<file path="config.mk">
export PLATFORM = sky130hd
export DESIGN_NAME = prf_burst_timing_generator
export DESIGN_NICKNAME = d
export VERILOG_FILES = /design/src/design/prf_timing_pkg.sv /design/src/design/sync3_pulse.sv /design/src/design/prf_burst_timing_generator.sv
export SDC_FILE = /design/constraint.sdc
export NUM_CORES = 1
export LEC_CHECK = 0
export BUFFER_PORTS_ARGS = -buffer_cell sky130_fd_sc_hd__buf_2
export CELL_PAD_IN_SITES_DETAIL_PLACEMENT = 1
export CELL_PAD_IN_SITES_GLOBAL_PLACEMENT = 1
export CORE_MARGIN = 3
export CORE_UTILIZATION = 50
export CTS_BUF_LIST = sky130_fd_sc_hd__clkbuf_8
export DETAILED_ROUTE_END_ITERATION = 16
export PLACE_DENSITY = 0.92
export SLEW_MARGIN = 20
export SYNTH_ARGS = -nofsm -noshare
export SYNTH_HDL_FRONTEND = slang
export SYNTH_SLANG_ARGS = --single-unit
</file>
<file path="constraint.sdc">
create_clock -name clk_in -period 7.3 [get_ports clk_in]
set_input_delay 0.365 -clock clk_in [delete_from_list [all_inputs] [get_ports clk_in]]
set_output_delay 0.365 -clock clk_in [all_outputs]
set_load 0.02 [all_outputs]
</file>
<file path="src/design/prf_timing_pkg.sv">
// Constants, counts and types shared by the burst timing generator
package prf_timing_pkg;

    // ------------------------------------------------------------
    // Widths
    // ------------------------------------------------------------
    localparam int RANGE_W = 12;
    localparam int AZ_W = 12;
    localparam int TRIG_W = 5;
    localparam int ADV_IDX_W = 4;
    localparam int TICK_W = 14;

    // ------------------------------------------------------------
    // Antenna and rate figures
    // ------------------------------------------------------------
    localparam int RANGE_CLK_KHZ = 1300;
    localparam int REV_TIME_MS = 4800;
    localparam int STEPS_PER_REV = 4096;
    localparam int PAIRS_PER_REV = 240;
    localparam int LONG_EVERY = 15;
    localparam int BURST_LEN = 10;
    localparam int ADV_SHORT_INT = 17;
    localparam int ADV_LONG_INT = 18;
    localparam logic [AZ_W-1:0] LAST_STEP = 12'hFFF;
    localparam logic [AZ_W-1:0] STEP_ADV_SHORT = 12'h011;
    localparam logic [AZ_W-1:0] STEP_ADV_LONG = 12'h012;
    localparam logic [ADV_IDX_W-1:0] LONG_ADV_IDX = 4'hE;
    localparam logic [TRIG_W-1:0] TENTH_PRE = 5'h09;
    localparam logic [TRIG_W-1:0] TWENTIETH_PRE = 5'h13;
    localparam logic [TRIG_W-1:0] TRIG_SAT = 5'h14;

    // Range ticks per azimuth step, nominal and fastest antenna
    localparam int NOM_STEP_TICKS_DEF = REV_TIME_MS * RANGE_CLK_KHZ / STEPS_PER_REV;
    localparam int IDLE_TICKS_DEF = 2 * NOM_STEP_TICKS_DEF;
    localparam int MIN_STEP_TICKS_DEF = NOM_STEP_TICKS_DEF * 9 / 10;

    // ------------------------------------------------------------
    // Range counter points (signed counts)
    // ------------------------------------------------------------
    localparam logic signed [RANGE_W-1:0] DTT_NEAR = 12'sh300;
    localparam logic signed [RANGE_W-1:0] DTT_SHIFT = 12'sh008;
    localparam logic signed [RANGE_W-1:0] DTT_FAR = DTT_NEAR + DTT_SHIFT;
    localparam logic signed [RANGE_W-1:0] LOW_COUNTS = 12'sh480;
    localparam logic signed [RANGE_W-1:0] HIGH_COUNTS = 12'sh3A8;
    localparam logic signed [RANGE_W-1:0] AVG_COUNTS = 12'sh410;
    localparam logic signed [RANGE_W-1:0] PRESET_LOW = DTT_NEAR - LOW_COUNTS;
    localparam logic signed [RANGE_W-1:0] PRESET_HIGH = DTT_NEAR - HIGH_COUNTS;
    localparam logic signed [RANGE_W-1:0] PRESET_AVG = DTT_NEAR - AVG_COUNTS;
    localparam logic signed [RANGE_W-1:0] VIDEO_TRIG_POINT = -12'sh00A;
    localparam logic signed [RANGE_W-1:0] ZERO_POINT = 12'sh000;
    localparam logic signed [RANGE_W-1:0] SWEEP_END_POINT = 12'sh2F8;
    localparam logic signed [RANGE_W-1:0] ONE_COUNT = 12'sh001;

    // ------------------------------------------------------------
    // Reload selection
    // ------------------------------------------------------------
    typedef enum logic [1:0] {
        RATE_AVG = 2'b00,
        RATE_LOW = 2'b01,
        RATE_HIGH = 2'b10
    } rate_sel_e;

endpackage : prf_timing_pkg

</file>
<file path="src/design/sync3_pulse.sv">
// Three-stage input synchroniser with agreed level and rising-edge pulse
`timescale 1ns/1ps
module sync3_pulse #(
    parameter int WIDTH = 1
) (
    input wire logic clk_in, // System clock
    input wire logic resetn_in, // Async reset, active low
    input wire logic [WIDTH-1:0] async_in, // Pins from outside the domain
    output logic [WIDTH-1:0] level_out, // Filtered level
    output logic [WIDTH-1:0] rise_out // One-cycle pulse on a rise
);

    if (WIDTH < 1)
    begin : g_bad_width
        $error("sync3_pulse needs at least one bit");
    end

    // ------------------------------------------------------------
    // Per-bit chain
    // ------------------------------------------------------------
    for (genvar i = 0; i < WIDTH; i++)
    begin : g_bit
        logic s1_reg;
        logic s2_reg;
        logic s3_reg;
        logic level_reg;
        logic rise_reg;
        logic agree_w;

        // Only stages two and three are compared; stage one may be metastable
        assign agree_w = (s2_reg == s3_reg);

        always_ff @(posedge clk_in or negedge resetn_in)
        begin
            if (!resetn_in)
            begin
                s1_reg <= 1'b0;
                s2_reg <= 1'b0;
                s3_reg <= 1'b0;
                level_reg <= 1'b0;
                rise_reg <= 1'b0;
            end
            else
            begin
                s1_reg <= async_in[i];
                s2_reg <= s1_reg;
                s3_reg <= s2_reg;
                level_reg <= agree_w ? s3_reg : level_reg;
                rise_reg <= agree_w & s3_reg & ~level_reg;
            end
        end

        assign level_out[i] = level_reg;
        assign rise_out[i] = rise_reg;
    end

endmodule : sync3_pulse

</file>
<file path="src/design/prf_burst_timing_generator.sv">
// Azimuth-locked pulse repetition timing with low, high and average bursts
//
// Contract
// Start 240 interval pairs per revolution of 4096 azimuth steps.
// Triggers come in bursts of ten; two bursts make one pair.
// Per pair: ten low-rate, ten high-rate, then average-rate triggers.
// Counts and presets leave at least one average trigger, worst antenna speed.
// Range counter counts up once per 1.3 MHz range clock.
// At end of range, reload a negative value and keep counting up.
// End-of-range point alternates between two values on successive scans.
// After pair start: low reload ten sweeps, high ten, then average.
// Step counter increments per azimuth step, clears on north mark.
// Match pulse when step counter equals target value.
// Each match advances target by 17; every fifteenth advance is 18.
// Pair start is video trigger AND azimuth match.
// Pair start clears the trigger counter counting video triggers.
// Tenth and twentieth count taps select low, high or average reload.
// Reload tick position differs by eight counts between scans.
// Sweep runs from negative preset through zero to sweep end at 760.
// Internal generator replaces absent azimuth and north pulses.
// Generated pulses are single cycle, aligned to range clock ticks.
`timescale 1ns/1ps
module prf_burst_timing_generator
    import prf_timing_pkg::*;
#(
    parameter int NOM_STEP_TICKS = NOM_STEP_TICKS_DEF,
    parameter int IDLE_TICKS = IDLE_TICKS_DEF,
    parameter int MIN_STEP_TICKS = MIN_STEP_TICKS_DEF
) (
    input wire logic clk_in, // 100 MHz system clock
    input wire logic resetn_in, // Async reset, active low
    input wire logic azimuth_step_pulse_in, // Antenna step pin
    input wire logic north_mark_pulse_in, // Antenna north pin
    input wire logic range_clk_in, // 1.3 MHz range clock pin
    output logic [RANGE_W-1:0] range_count_out, // Signed range count
    output logic video_trigger_out, // Transmitter trigger pulse
    output logic zero_range_tick_out, // Count reached zero
    output logic sweep_end_tick_out, // Count reached sweep end
    output logic counter_reload_tick_out, // Preset was reloaded
    output logic azimuth_match_out, // Step count met target
    output logic pair_start_pulse_out, // Interval pair begins
    output logic tenth_count_tap_out, // Tenth trigger of pair
    output logic twentieth_count_tap_out, // Twentieth trigger of pair
    output logic [1:0] rate_sel_out, // Reload selection in use
    output logic [AZ_W-1:0] az_step_count_out, // Azimuth step count
    output logic scan_alt_out, // Far reload point selected
    output logic internal_gen_out // Internal step source active
);

    // ------------------------------------------------------------
    // Elaboration checks
    // ------------------------------------------------------------
    localparam int BURST_WORST = BURST_LEN * (int'(LOW_COUNTS) + int'(HIGH_COUNTS)
        + 2 * int'(DTT_SHIFT)) + int'(AVG_COUNTS) + int'(DTT_SHIFT);
    localparam int GROUP_STEPS = (LONG_EVERY - 1) * ADV_SHORT_INT + ADV_LONG_INT;

    if (GROUP_STEPS * (PAIRS_PER_REV / LONG_EVERY) != STEPS_PER_REV)
    begin : g_bad_pairs
        $error("advance pattern does not close one revolution");
    end
    if (ADV_SHORT_INT * MIN_STEP_TICKS <= BURST_WORST)
    begin : g_bad_avg
        $error("no room left for an average-rate trigger");
    end
    if (NOM_STEP_TICKS < 2 || NOM_STEP_TICKS >= 2 ** TICK_W)
    begin : g_bad_step
        $error("internal step period out of range");
    end
    if (IDLE_TICKS < 1 || IDLE_TICKS >= 2 ** TICK_W)
    begin : g_bad_idle
        $error("idle timeout out of range");
    end

    localparam logic [TICK_W-1:0] GEN_LAST = TICK_W'(NOM_STEP_TICKS - 1);
    localparam logic [TICK_W-1:0] IDLE_LIM = TICK_W'(IDLE_TICKS);

    // ------------------------------------------------------------
    // Declarations
    // ------------------------------------------------------------
    logic [2:0] rise_w;
    logic ext_step_w;
    logic ext_north_w;
    logic range_tick_w;
    logic [TICK_W-1:0] idle_reg;
    logic [TICK_W-1:0] gen_reg;
    logic internal_w;
    logic int_step_w;
    logic int_north_w;
    logic step_ev_w;
    logic north_ev_w;
    logic [AZ_W-1:0] az_count_reg;
    logic [AZ_W-1:0] target_reg;
    logic [ADV_IDX_W-1:0] adv_idx_reg;
    logic fresh_reg;
    logic match_w;
    logic match_reg;
    logic pending_reg;
    logic scan_alt_reg;
    logic signed [RANGE_W-1:0] range_count_reg;
    logic signed [RANGE_W-1:0] dtt_point_w;
    logic signed [RANGE_W-1:0] preset_w;
    logic signed [RANGE_W-1:0] range_next;
    logic at_dtt_w;
    logic tick_d_reg;
    logic reload_d_reg;
    logic video_trig_reg;
    logic zero_tick_reg;
    logic sweep_end_reg;
    logic reload_tick_reg;
    logic pair_start_reg;
    logic tenth_reg;
    logic twentieth_reg;
    logic [TRIG_W-1:0] trig_count_reg;
    rate_sel_e rate_reg;
    rate_sel_e rate_next;

    // ------------------------------------------------------------
    // Pin synchronisers
    // ------------------------------------------------------------
    sync3_pulse #(
        .WIDTH(3)
    ) u_sync (
        .clk_in(clk_in),
        .resetn_in(resetn_in),
        .async_in({range_clk_in, north_mark_pulse_in, azimuth_step_pulse_in}),
        .level_out(),
        .rise_out(rise_w)
    );

    assign ext_step_w = rise_w[0];
    assign ext_north_w = rise_w[1];
    assign range_tick_w = rise_w[2];

    // ------------------------------------------------------------
    // Internal step generator
    // ------------------------------------------------------------
    // Takes over once no external step arrived for the idle timeout;
    // the first external step hands control straight back
    assign internal_w = (idle_reg == IDLE_LIM);
    assign int_step_w = internal_w & range_tick_w & (gen_reg == GEN_LAST);
    assign int_north_w = int_step_w & (az_count_reg == LAST_STEP);
    assign step_ev_w = ext_step_w | (int_step_w & ~int_north_w);
    assign north_ev_w = ext_north_w | int_north_w;

    always_ff @(posedge clk_in or negedge resetn_in)
    begin
        if (!resetn_in)
        begin
            idle_reg <= '0;
            gen_reg <= '0;
        end
        else
        begin
            if (ext_step_w)
                idle_reg <= '0;
            else if (range_tick_w && !internal_w)
                idle_reg <= idle_reg + 1'b1;
            if (!internal_w || int_step_w)
                gen_reg <= '0;
            else if (range_tick_w)
                gen_reg <= gen_reg + 1'b1;
        end
    end

    // ------------------------------------------------------------
    // Azimuth step counter and target
    // ------------------------------------------------------------
    // Equality is only judged one cycle after the step count moved, so a
    // match is a single pulse even while the target is being advanced
    assign match_w = fresh_reg & (az_count_reg == target_reg);

    always_ff @(posedge clk_in or negedge resetn_in)
    begin
        if (!resetn_in)
        begin
            az_count_reg <= '0;
            fresh_reg <= 1'b0;
            match_reg <= 1'b0;
        end
        else
        begin
            if (north_ev_w)
                az_count_reg <= '0;
            else if (step_ev_w)
                az_count_reg <= az_count_reg + 1'b1;
            fresh_reg <= north_ev_w | step_ev_w;
            match_reg <= match_w;
        end
    end

    // Target restarts at north so the first pair sits on the north mark
    always_ff @(posedge clk_in or negedge resetn_in)
    begin
        if (!resetn_in)
        begin
            target_reg <= '0;
            adv_idx_reg <= '0;
        end
        else if (north_ev_w)
        begin
            target_reg <= '0;
            adv_idx_reg <= '0;
        end
        else if (match_w)
        begin
            if (adv_idx_reg == LONG_ADV_IDX)
            begin
                target_reg <= target_reg + STEP_ADV_LONG;
                adv_idx_reg <= '0;
            end
            else
            begin
                target_reg <= target_reg + STEP_ADV_SHORT;
                adv_idx_reg <= adv_idx_reg + 1'b1;
            end
        end
    end

    // Match is held until the next video trigger; a new match wins a clear
    always_ff @(posedge clk_in or negedge resetn_in)
    begin
        if (!resetn_in)
            pending_reg <= 1'b0;
        else if (match_w)
            pending_reg <= 1'b1;
        else if (pair_start_reg)
            pending_reg <= 1'b0;
    end

    // Scan alternation, flipped by every north mark
    always_ff @(posedge clk_in or negedge resetn_in)
    begin
        if (!resetn_in)
            scan_alt_reg <= 1'b0;
        else if (north_ev_w)
            scan_alt_reg <= ~scan_alt_reg;
    end

    // ------------------------------------------------------------
    // Range counter
    // ------------------------------------------------------------
    // Reload one count early so the period equals the interval count
    assign dtt_point_w = scan_alt_reg ? DTT_FAR : DTT_NEAR;
    // At or past the point: a north mark late in a sweep must not skip the reload
    assign at_dtt_w = (range_count_reg >= dtt_point_w - ONE_COUNT);
    assign preset_w = (rate_reg == RATE_LOW) ? PRESET_LOW :
        (rate_reg == RATE_HIGH) ? PRESET_HIGH : PRESET_AVG;
    assign range_next = at_dtt_w ? preset_w : range_count_reg + ONE_COUNT;

    always_ff @(posedge clk_in or negedge resetn_in)
    begin
        if (!resetn_in)
            range_count_reg <= PRESET_AVG;
        else if (range_tick_w)
            range_count_reg <= range_next;
    end

    // ------------------------------------------------------------
    // Sweep decodes
    // ------------------------------------------------------------
    // All decodes land two cycles after the range tick, one pulse each
    always_ff @(posedge clk_in or negedge resetn_in)
    begin
        if (!resetn_in)
        begin
            tick_d_reg <= 1'b0;
            reload_d_reg <= 1'b0;
            video_trig_reg <= 1'b0;
            zero_tick_reg <= 1'b0;
            sweep_end_reg <= 1'b0;
            reload_tick_reg <= 1'b0;
            pair_start_reg <= 1'b0;
        end
        else
        begin
            tick_d_reg <= range_tick_w;
            reload_d_reg <= range_tick_w & at_dtt_w;
            video_trig_reg <= tick_d_reg & (range_count_reg == VIDEO_TRIG_POINT);
            zero_tick_reg <= tick_d_reg & (range_count_reg == ZERO_POINT);
            sweep_end_reg <= tick_d_reg & (range_count_reg == SWEEP_END_POINT);
            reload_tick_reg <= reload_d_reg;
            pair_start_reg <= tick_d_reg & (range_count_reg == VIDEO_TRIG_POINT)
                & pending_reg;
        end
    end

    // ------------------------------------------------------------
    // Trigger counter and burst selection
    // ------------------------------------------------------------
    // Saturates at twenty so long average stretches cannot wrap into a tap
    always_ff @(posedge clk_in or negedge resetn_in)
    begin
        if (!resetn_in)
        begin
            trig_count_reg <= TRIG_SAT;
            tenth_reg <= 1'b0;
            twentieth_reg <= 1'b0;
        end
        else
        begin
            if (pair_start_reg)
                trig_count_reg <= '0;
            else if (video_trig_reg && trig_count_reg != TRIG_SAT)
                trig_count_reg <= trig_count_reg + 1'b1;
            tenth_reg <= video_trig_reg & ~pair_start_reg
                & (trig_count_reg == TENTH_PRE);
            twentieth_reg <= video_trig_reg & ~pair_start_reg
                & (trig_count_reg == TWENTIETH_PRE);
        end
    end

    // Low, then high, then average reloads for each pair
    always_comb
    begin
        rate_next = rate_reg;
        unique case (rate_reg)
            RATE_AVG:
                if (pair_start_reg)
                    rate_next = RATE_LOW;
            RATE_LOW:
                if (pair_start_reg)
                    rate_next = RATE_LOW;
                else if (tenth_reg)
                    rate_next = RATE_HIGH;
            RATE_HIGH:
                if (pair_start_reg)
                    rate_next = RATE_LOW;
                else if (twentieth_reg)
                    rate_next = RATE_AVG;
            default:
                rate_next = RATE_AVG;
        endcase
    end

    always_ff @(posedge clk_in or negedge resetn_in)
    begin
        if (!resetn_in)
            rate_reg <= RATE_AVG;
        else
            rate_reg <= rate_next;
    end

    // ------------------------------------------------------------
    // Outputs
    // ------------------------------------------------------------
    assign range_count_out = range_count_reg;
    assign video_trigger_out = video_trig_reg;
    assign zero_range_tick_out = zero_tick_reg;
    assign sweep_end_tick_out = sweep_end_reg;
    assign counter_reload_tick_out = reload_tick_reg;
    assign azimuth_match_out = match_reg;
    assign pair_start_pulse_out = pair_start_reg;
    assign tenth_count_tap_out = tenth_reg;
    assign twentieth_count_tap_out = twentieth_reg;
    assign rate_sel_out = rate_reg;
    assign az_step_count_out = az_count_reg;
    assign scan_alt_out = scan_alt_reg;
    assign internal_gen_out = internal_w;
endmodule : prf_burst_timing_generator

</file>
==> flow_summary_export.csv, run 1 <==
group,metric,value,unit
status,status,"finished clean",
clocking,h-tree-depth,3,
sta,finalSetupViolCount,0,
power,power.density,239,nW/um^2
clocking,post_cts_buffers,0,
placement,hpwl,9110,microns
grt,grt_max_degree,70,
layout,nets,622,
flow_run,cap_viol_max_count,0,
critical_path,end_kind,"flip-flop",
layout,diodes,0,
route,first_iter_violations,223,
route,post_drt_wl_per_cell,18.6,microns
sta,hold_viol_final,0,
route,routed_via_density,5.99,
critical_path,path_cells,"inv_1 -> ha_1 -> or4b_1 -> nor4_2 -> nand4_1 -> nand2b_1 -> o21ai_0",
yosys,synth_edf_count,0,
min_path,min_to,"u_sync.g_bit[2].s1_reg",
yosys,synth_flop_cell,"dfrtp_1",
route,drtAntennaViolNets,0,
floorplanning,coreArea,10500,sq um
sta,postLayoutSetupSlackWorst,4110,ps
critical_path,cp_slowest_cell,"nand2b_1",
layout,final_util,57.5,%
placement,port-buffer-count,40,
min_path,hp-class,"input pin to flip-flop",
grt,grt_pass1_vias,4623,
sta,clock_skew,13.1,ps
critical_path,cp.required,7520,ps
floorplanning,io_pins,41,
clocking,cts_sinks,103,
yosys,synthDistinctLibCells,54,
yosys,ys_ff_latch,103,
grt,antenna_found_initial,0,
critical_path,r2r_cells,7,
route,drt_wl_total,13600,microns
clocking,cts_resized,0,
grt,grt.total_usage,22.5,%
yosys,synth_top_family_by_area,"simple AND/OR/NAND/NOR gates",
layout,layout-drive-gt1-share,14.3,%
yosys,synthXorXnorAreaFrac,6.89,%
sta,slew_headroom,27.7,%
critical_path,path_class,"flip-flop to flip-flop",
grt,grt.overflow.total,0,
sta,period_minus_slack,3190,ps
yosys,postSynthCellCount,556,
route,drc,0,
yosys,synth_nets,590,
clocking,cts_tree,"done",
floorplanning,die_y,111,microns
sta,fmax,313,MHz
clocking,path_clk_slew,110,ps
placement,place.gp.congestion,0.871,
route,drtPass1Iterations,4,
floorplanning,die_x,111,microns
critical_path,worstPathArrival,3410,ps
clocking,insertion_delay,380,ps
clocking,cts_made_buffers,9,
sta,drv_slew,0,
critical_path,start_kind,"flip-flop",
route,vias,4368,
layout,final_common_cell,"dfrtp_1",
floorplanning,core.rowCount,37,
critical_path,reg2reg_to,"az_step_count_out[1]",
clocking,cts_root_buf,"clkbuf_8",
yosys,yosysSeqAreaShare,47.3,%
yosys,syn_avg_cell_area,9.84,sq um
yosys,synth-compound-area-share,10.5,%
critical_path,reg2reg_slack,4110,ps
yosys,syn_area,5470,sq um
sta,rsz0062_at_grt,"no",
floorplanning,floorplan.die_area,12200,sq um
power,ir_worst_vdd,0.000138,V
clocking,clockBufferDepth,2,
sta,fin_crit_sh,43.7,%
critical_path,r2r-start,"gen_reg[0]",
yosys,synth_mux_area_share,2.65,%
critical_path,critPathMaxStageDelay,910,ps
yosys,synthSimpleGateAreaFrac,22.2,%
yosys,synth_fa_ha_area_share,6.63,%
sta,tightest_slew,1080,ps
min_path,min-delay-start,"range_clk_in",
floorplanning,initial_core_util,52.3,%
yosys,yosysWarnings,0,
layout,syn2layout_area_growth,10.0,%
yosys,async_reset_ff_share,100,%
min_path,hold_depth,1,
placement,pre_cts_ws,3860,ps
sta,tns,0,ps
power,leakage,2.55,nW
layout,final_cell_mix,"dfrtp_1 (94), nor2_1 (58), buf_2 (39)",
critical_path,crit_fanout,25,
grt,grt_pass1_wl,23100,microns
through the flow:
step,hold WS [ps],instance area (sq um),std cells,power (W)
floorplan,69.4,5470,556,0.000935
global placement,332,5770,711,0.00102
detailed placement,336,5770,711,0.00106
CTS,74.6,5980,728,0.00144
global route,58.1,6020,729,0.00153
finish,89.8,6020,729,0.00144
where the power goes:
group / total, W / internal (W) / switching, W
Sequential: 0.000712 / 0.000626 / 0.0000859
Clock: 0.000380 / 0.000177 / 0.000203
Combinational: 0.000346 / 0.000114 / 0.000232
worst max-delay path by stage:
stage	startpoint	to	slack, ps	cells after the start
after global placement	u_sync.g_bit[2].rise_reg	az_step_count_out[0]	4060	5
final	gen_reg[0]	az_step_count_out[1]	4110	7
after global routing	u_sync.g_bit[2].rise_reg	az_step_count_out[1]	3780	6
after floorplan	idle_reg[10]	az_step_count_out[5]	4830	6
after CTS	u_sync.g_bit[2].rise_reg	az_step_count_out[1]	3770	5
after detailed placement	u_sync.g_bit[2].rise_reg	az_step_count_out[1]	3860	5
kinds of logic (layout without fill, tap and decap cells):
| kind of cell | after synthesis | after routing |
|---|---|---|
| XOR/XNOR | 43 | 43 |
| buffers and inverters | 51 | 88 |
| multiplexers | 14 | 14 |
| AND/OR/NAND/NOR | 224 | 224 |
| adder cells (fa/ha/maj) | 29 | 29 |
| AO/OA/AOI/OAI | 92 | 92 |
| flip-flops | 103 | 103 |
critical path, delay by kind of cell, from the launching register on:
family          cells  cell delay (ps)
simple gates        4             2130
flops               1              450
compound gates      1              230
fa+ha+maj           1              130
buf+inv             1               80
per-layer routing:
metal | global-route usage [%] | vias up | share of wire, %
met2 | 37.8 | 85 | 51
met4 | 5.67 | 0 | 2.1
met3 | 5.04 | 23 | 3.1
met5 | 0 | - | 0
met1 | 29.7 | 2200 | 44
li1 | - | 2060 | -
cells in the mapped netlist (3+ instances only):
library cell / count / area [sq um]
nor2_1: 58 / 218
nand2_1: 34 / 128
and3_1: 4 / 25.0
clkbuf_1: 16 / 60.1
nor2b_1: 3 / 18.8
ha_1: 29 / 363
o31ai_1: 14 / 105
or3_1: 6 / 37.5
nor3b_1: 3 / 22.5
nor3_1: 18 / 90.1
and2_1: 3 / 18.8
or4_1: 15 / 113
a22oi_1: 4 / 30.0
o21ai_0: 22 / 110
xnor2_1: 30 / 263
buf_2: 4 / 20.0
o21a_1: 3 / 22.5
nor4_1: 11 / 68.8
nand2b_1: 4 / 25.0
xor2_1: 13 / 114
dfrtp_1: 94 / 2350
dfstp_2: 9 / 236
and4_1: 5 / 43.8
inv_1: 28 / 105
nand3_1: 20 / 100
nand4_1: 24 / 150
a211oi_1: 3 / 22.5
mux2i_1: 10 / 100
nand3b_1: 4 / 30.0
mux2_2: 4 / 45.0
a21oi_1: 29 / 145
cell type report:
type	count	area, sq um
fillers	1204	4450
multi-input cells	402	2700
flip-flops and latches	103	2590
repair buffers	44	243
well taps	136	170
clock buffers	11	151
inverters	28	105
clock inverters	5	56.3
timing repair:
action	in CTS	in global routing
hold endpoints to repair	28	0
setup endpoints to repair	0	0
hold buffers	1	0
(Power assumes the default switching activity.)
==> run 2, diff against run 1 <==
CORE_UTILIZATION = 44   (was 50)
PLACE_DENSITY = 0.86   (was 0.92)
clock period = 2.82 ns   (was 7.3 ns; I/O delays follow)
==> flow_summary_export.csv, run 2 (same netlist as run 1, synthesis figures left out) <==
group,metric,value,unit
sta,drv_slew,0,
critical_path,end_kind,"flip-flop",
route,post_drt_wl_per_cell,17.2,microns
clocking,insertion_delay,390,ps
min_path,min-delay-start,"reload_d_reg",
layout,fill_cells,1385,
sta,hold_viol_final,0,
power,p_sw_share,37.2,%
clocking,cts_root_buf,"clkbuf_8",
clocking,post_cts_buffers,0,
grt,antenna_found_initial,0,
layout,syn2layout_area_growth,11.7,%
layout,diodes,0,
sta,fmax,378,MHz
route,drc,0,
critical_path,crit_family,"simple AND/OR/NAND/NOR gates",
placement,place_area,5880,sq um
critical_path,path_buf_inv,1,
layout,nets,634,
critical_path,start_kind,"flip-flop",
clocking,cts_resized,0,
floorplanning,core.rowCount,40,
clocking,hold_buffers,4,
floorplanning,die_x,117,microns
floorplanning,coreArea,12100,sq um
layout,final_common_cell,"dfrtp_1",
power,leakage,2.59,nW
clocking,path_clk_slew,100,ps
layout,final_cell_mix,"dfrtp_1 (94), nor2_1 (58), buf_2 (39)",
clocking,cts_tree,"done",
clocking,h-tree-depth,3,
sta,rsz0062_at_grt,"no",
route,drt_wl_total,13300,microns
placement,hpwl,9370,microns
critical_path,path_cells,"inv_1 -> ha_1 -> or4b_1 -> nor4_2 -> a211oi_2 -> or4_1 -> a21oi_1",
sta,tightest_slew,998,ps
sta,slew_headroom,33.5,%
route,first_iter_violations,320,
critical_path,cp.required,3130,ps
floorplanning,io_pins,41,
clocking,cts_made_buffers,9,
grt,grt_max_degree,78,
critical_path,cp-startpoint,"gen_reg[0]",
route,drtAntennaViolNets,0,
power,p_comb_share,24.5,%
critical_path,crit_fanout,16,
critical_path,critPathMaxStageDelay,580,ps
critical_path,worstPathArrival,2960,ps
critical_path,path_class,"flip-flop to flip-flop",
power,power.internal,0.00228,W
min_path,hp-class,"flip-flop to flip-flop",
grt,grt.overflow.total,0,
grt,grt.total_usage,19.8,%
sta,finalSetupViolCount,0,
placement,place.gp.congestion,0.841,
critical_path,r2r-start,"gen_reg[0]",
flow_run,cap_viol_max_count,0,
status,status,"finished clean",
floorplanning,floorplan.die_area,13800,sq um
power,p_clk_share,25.2,%
grt,grt_pass1_vias,4753,
layout,layout-drive-gt1-share,15.4,%
power,p_seq_share,50.3,%
power,ir_worst_vdd,0.000379,V
layout,multi_input_area,2680,sq um
sta,period_minus_slack,2650,ps
placement,port-buffer-count,40,
critical_path,cp_slowest_cell,"or4_1",
sta,fin_crit_sh,93.9,%
sta,tns,0,ps
route,routed_via_density,5.75,
clocking,cts_sinks,103,
floorplanning,die_y,117,microns
layout,ff_latch_area,2590,sq um
grt,grt_pass1_wl,22700,microns
sta,clock_skew,10.3,ps
power,power.density,595,nW/um^2
route,drtPass1Iterations,4,
floorplanning,initial_core_util,45.3,%
layout,post-route-cell-area,6110,sq um
power,power.net_switching,0.00135,W
clocking,clockBufferDepth,2,
route,vias,4448,
==> run 2: per-stage QoR <==
| step | power, W | hold WS (ps) | setup WS [ps] | cells | utilization, % |
|---|---|---|---|---|---|
| final | 0.00364 | 356 | 173 | 773 | 50.6 |
| after global routing | 0.00387 | 369 | 11.3 | 773 | 50.6 |
| after CTS | 0.00368 | 359 | 175 | 773 | 50.6 |
| after detailed placement | 0.00275 | 251 | 243 | 753 | 48.8 |
| after global placement | 0.00267 | 251 | 386 | 753 | 48.8 |
| after floorplan | 0.00242 | -155 | 352 | 556 | - |
==> run 2: worst reg2reg max path, cell delays in order (launching register included) <==
cell	delay, ps
dfrtp_1	450
inv_1	80
ha_1	130
or4b_1	450
nor4_2	390
a211oi_2	290
or4_1	580
a21oi_1	190
==> run 2: metal layers <==
metal,part of all wire [%],global-route usage (%)
met2,51,34.0
met4,1.3,6.15
met3,3.1,4.81
met1,44,24.7
met5,0,0
==> run 2: worst paths after layout <==
check,endpoint,slack [ps],cells past startpoint
max in group asynchronous,az_step_count_out[9],1580,3
setup / recovery,az_step_count_out[8],170,7
hold reg to reg,counter_reload_tick_out,360,0
setup reg to reg,az_step_count_out[8],170,7
hold / removal,counter_reload_tick_out,360,0
min in group asynchronous,twentieth_count_tap_out,440,2
==> run 2: power by group through the flow <==
stage	clock network [W]	registers [W]	logic (W)
after floorplan	0	0.00187	0.000553
after global placement	0	0.00184	0.000827
after detailed placement	0	0.00186	0.000893
after CTS	0.000951	0.00183	0.000903
after global routing	0.00100	0.00186	0.00100
final	0.000916	0.00183	0.000892
==> run 2: layout make-up <==
class                   instances  share of cell area (%)
inverters                      28                    1.72
clock inverters                 6                   0.819
repair buffers                 56                    5.45
well taps                     168                    3.44
flip-flops and latches        103                    42.4
clock buffers                  10                    2.25
multi-input cells             402                    43.9
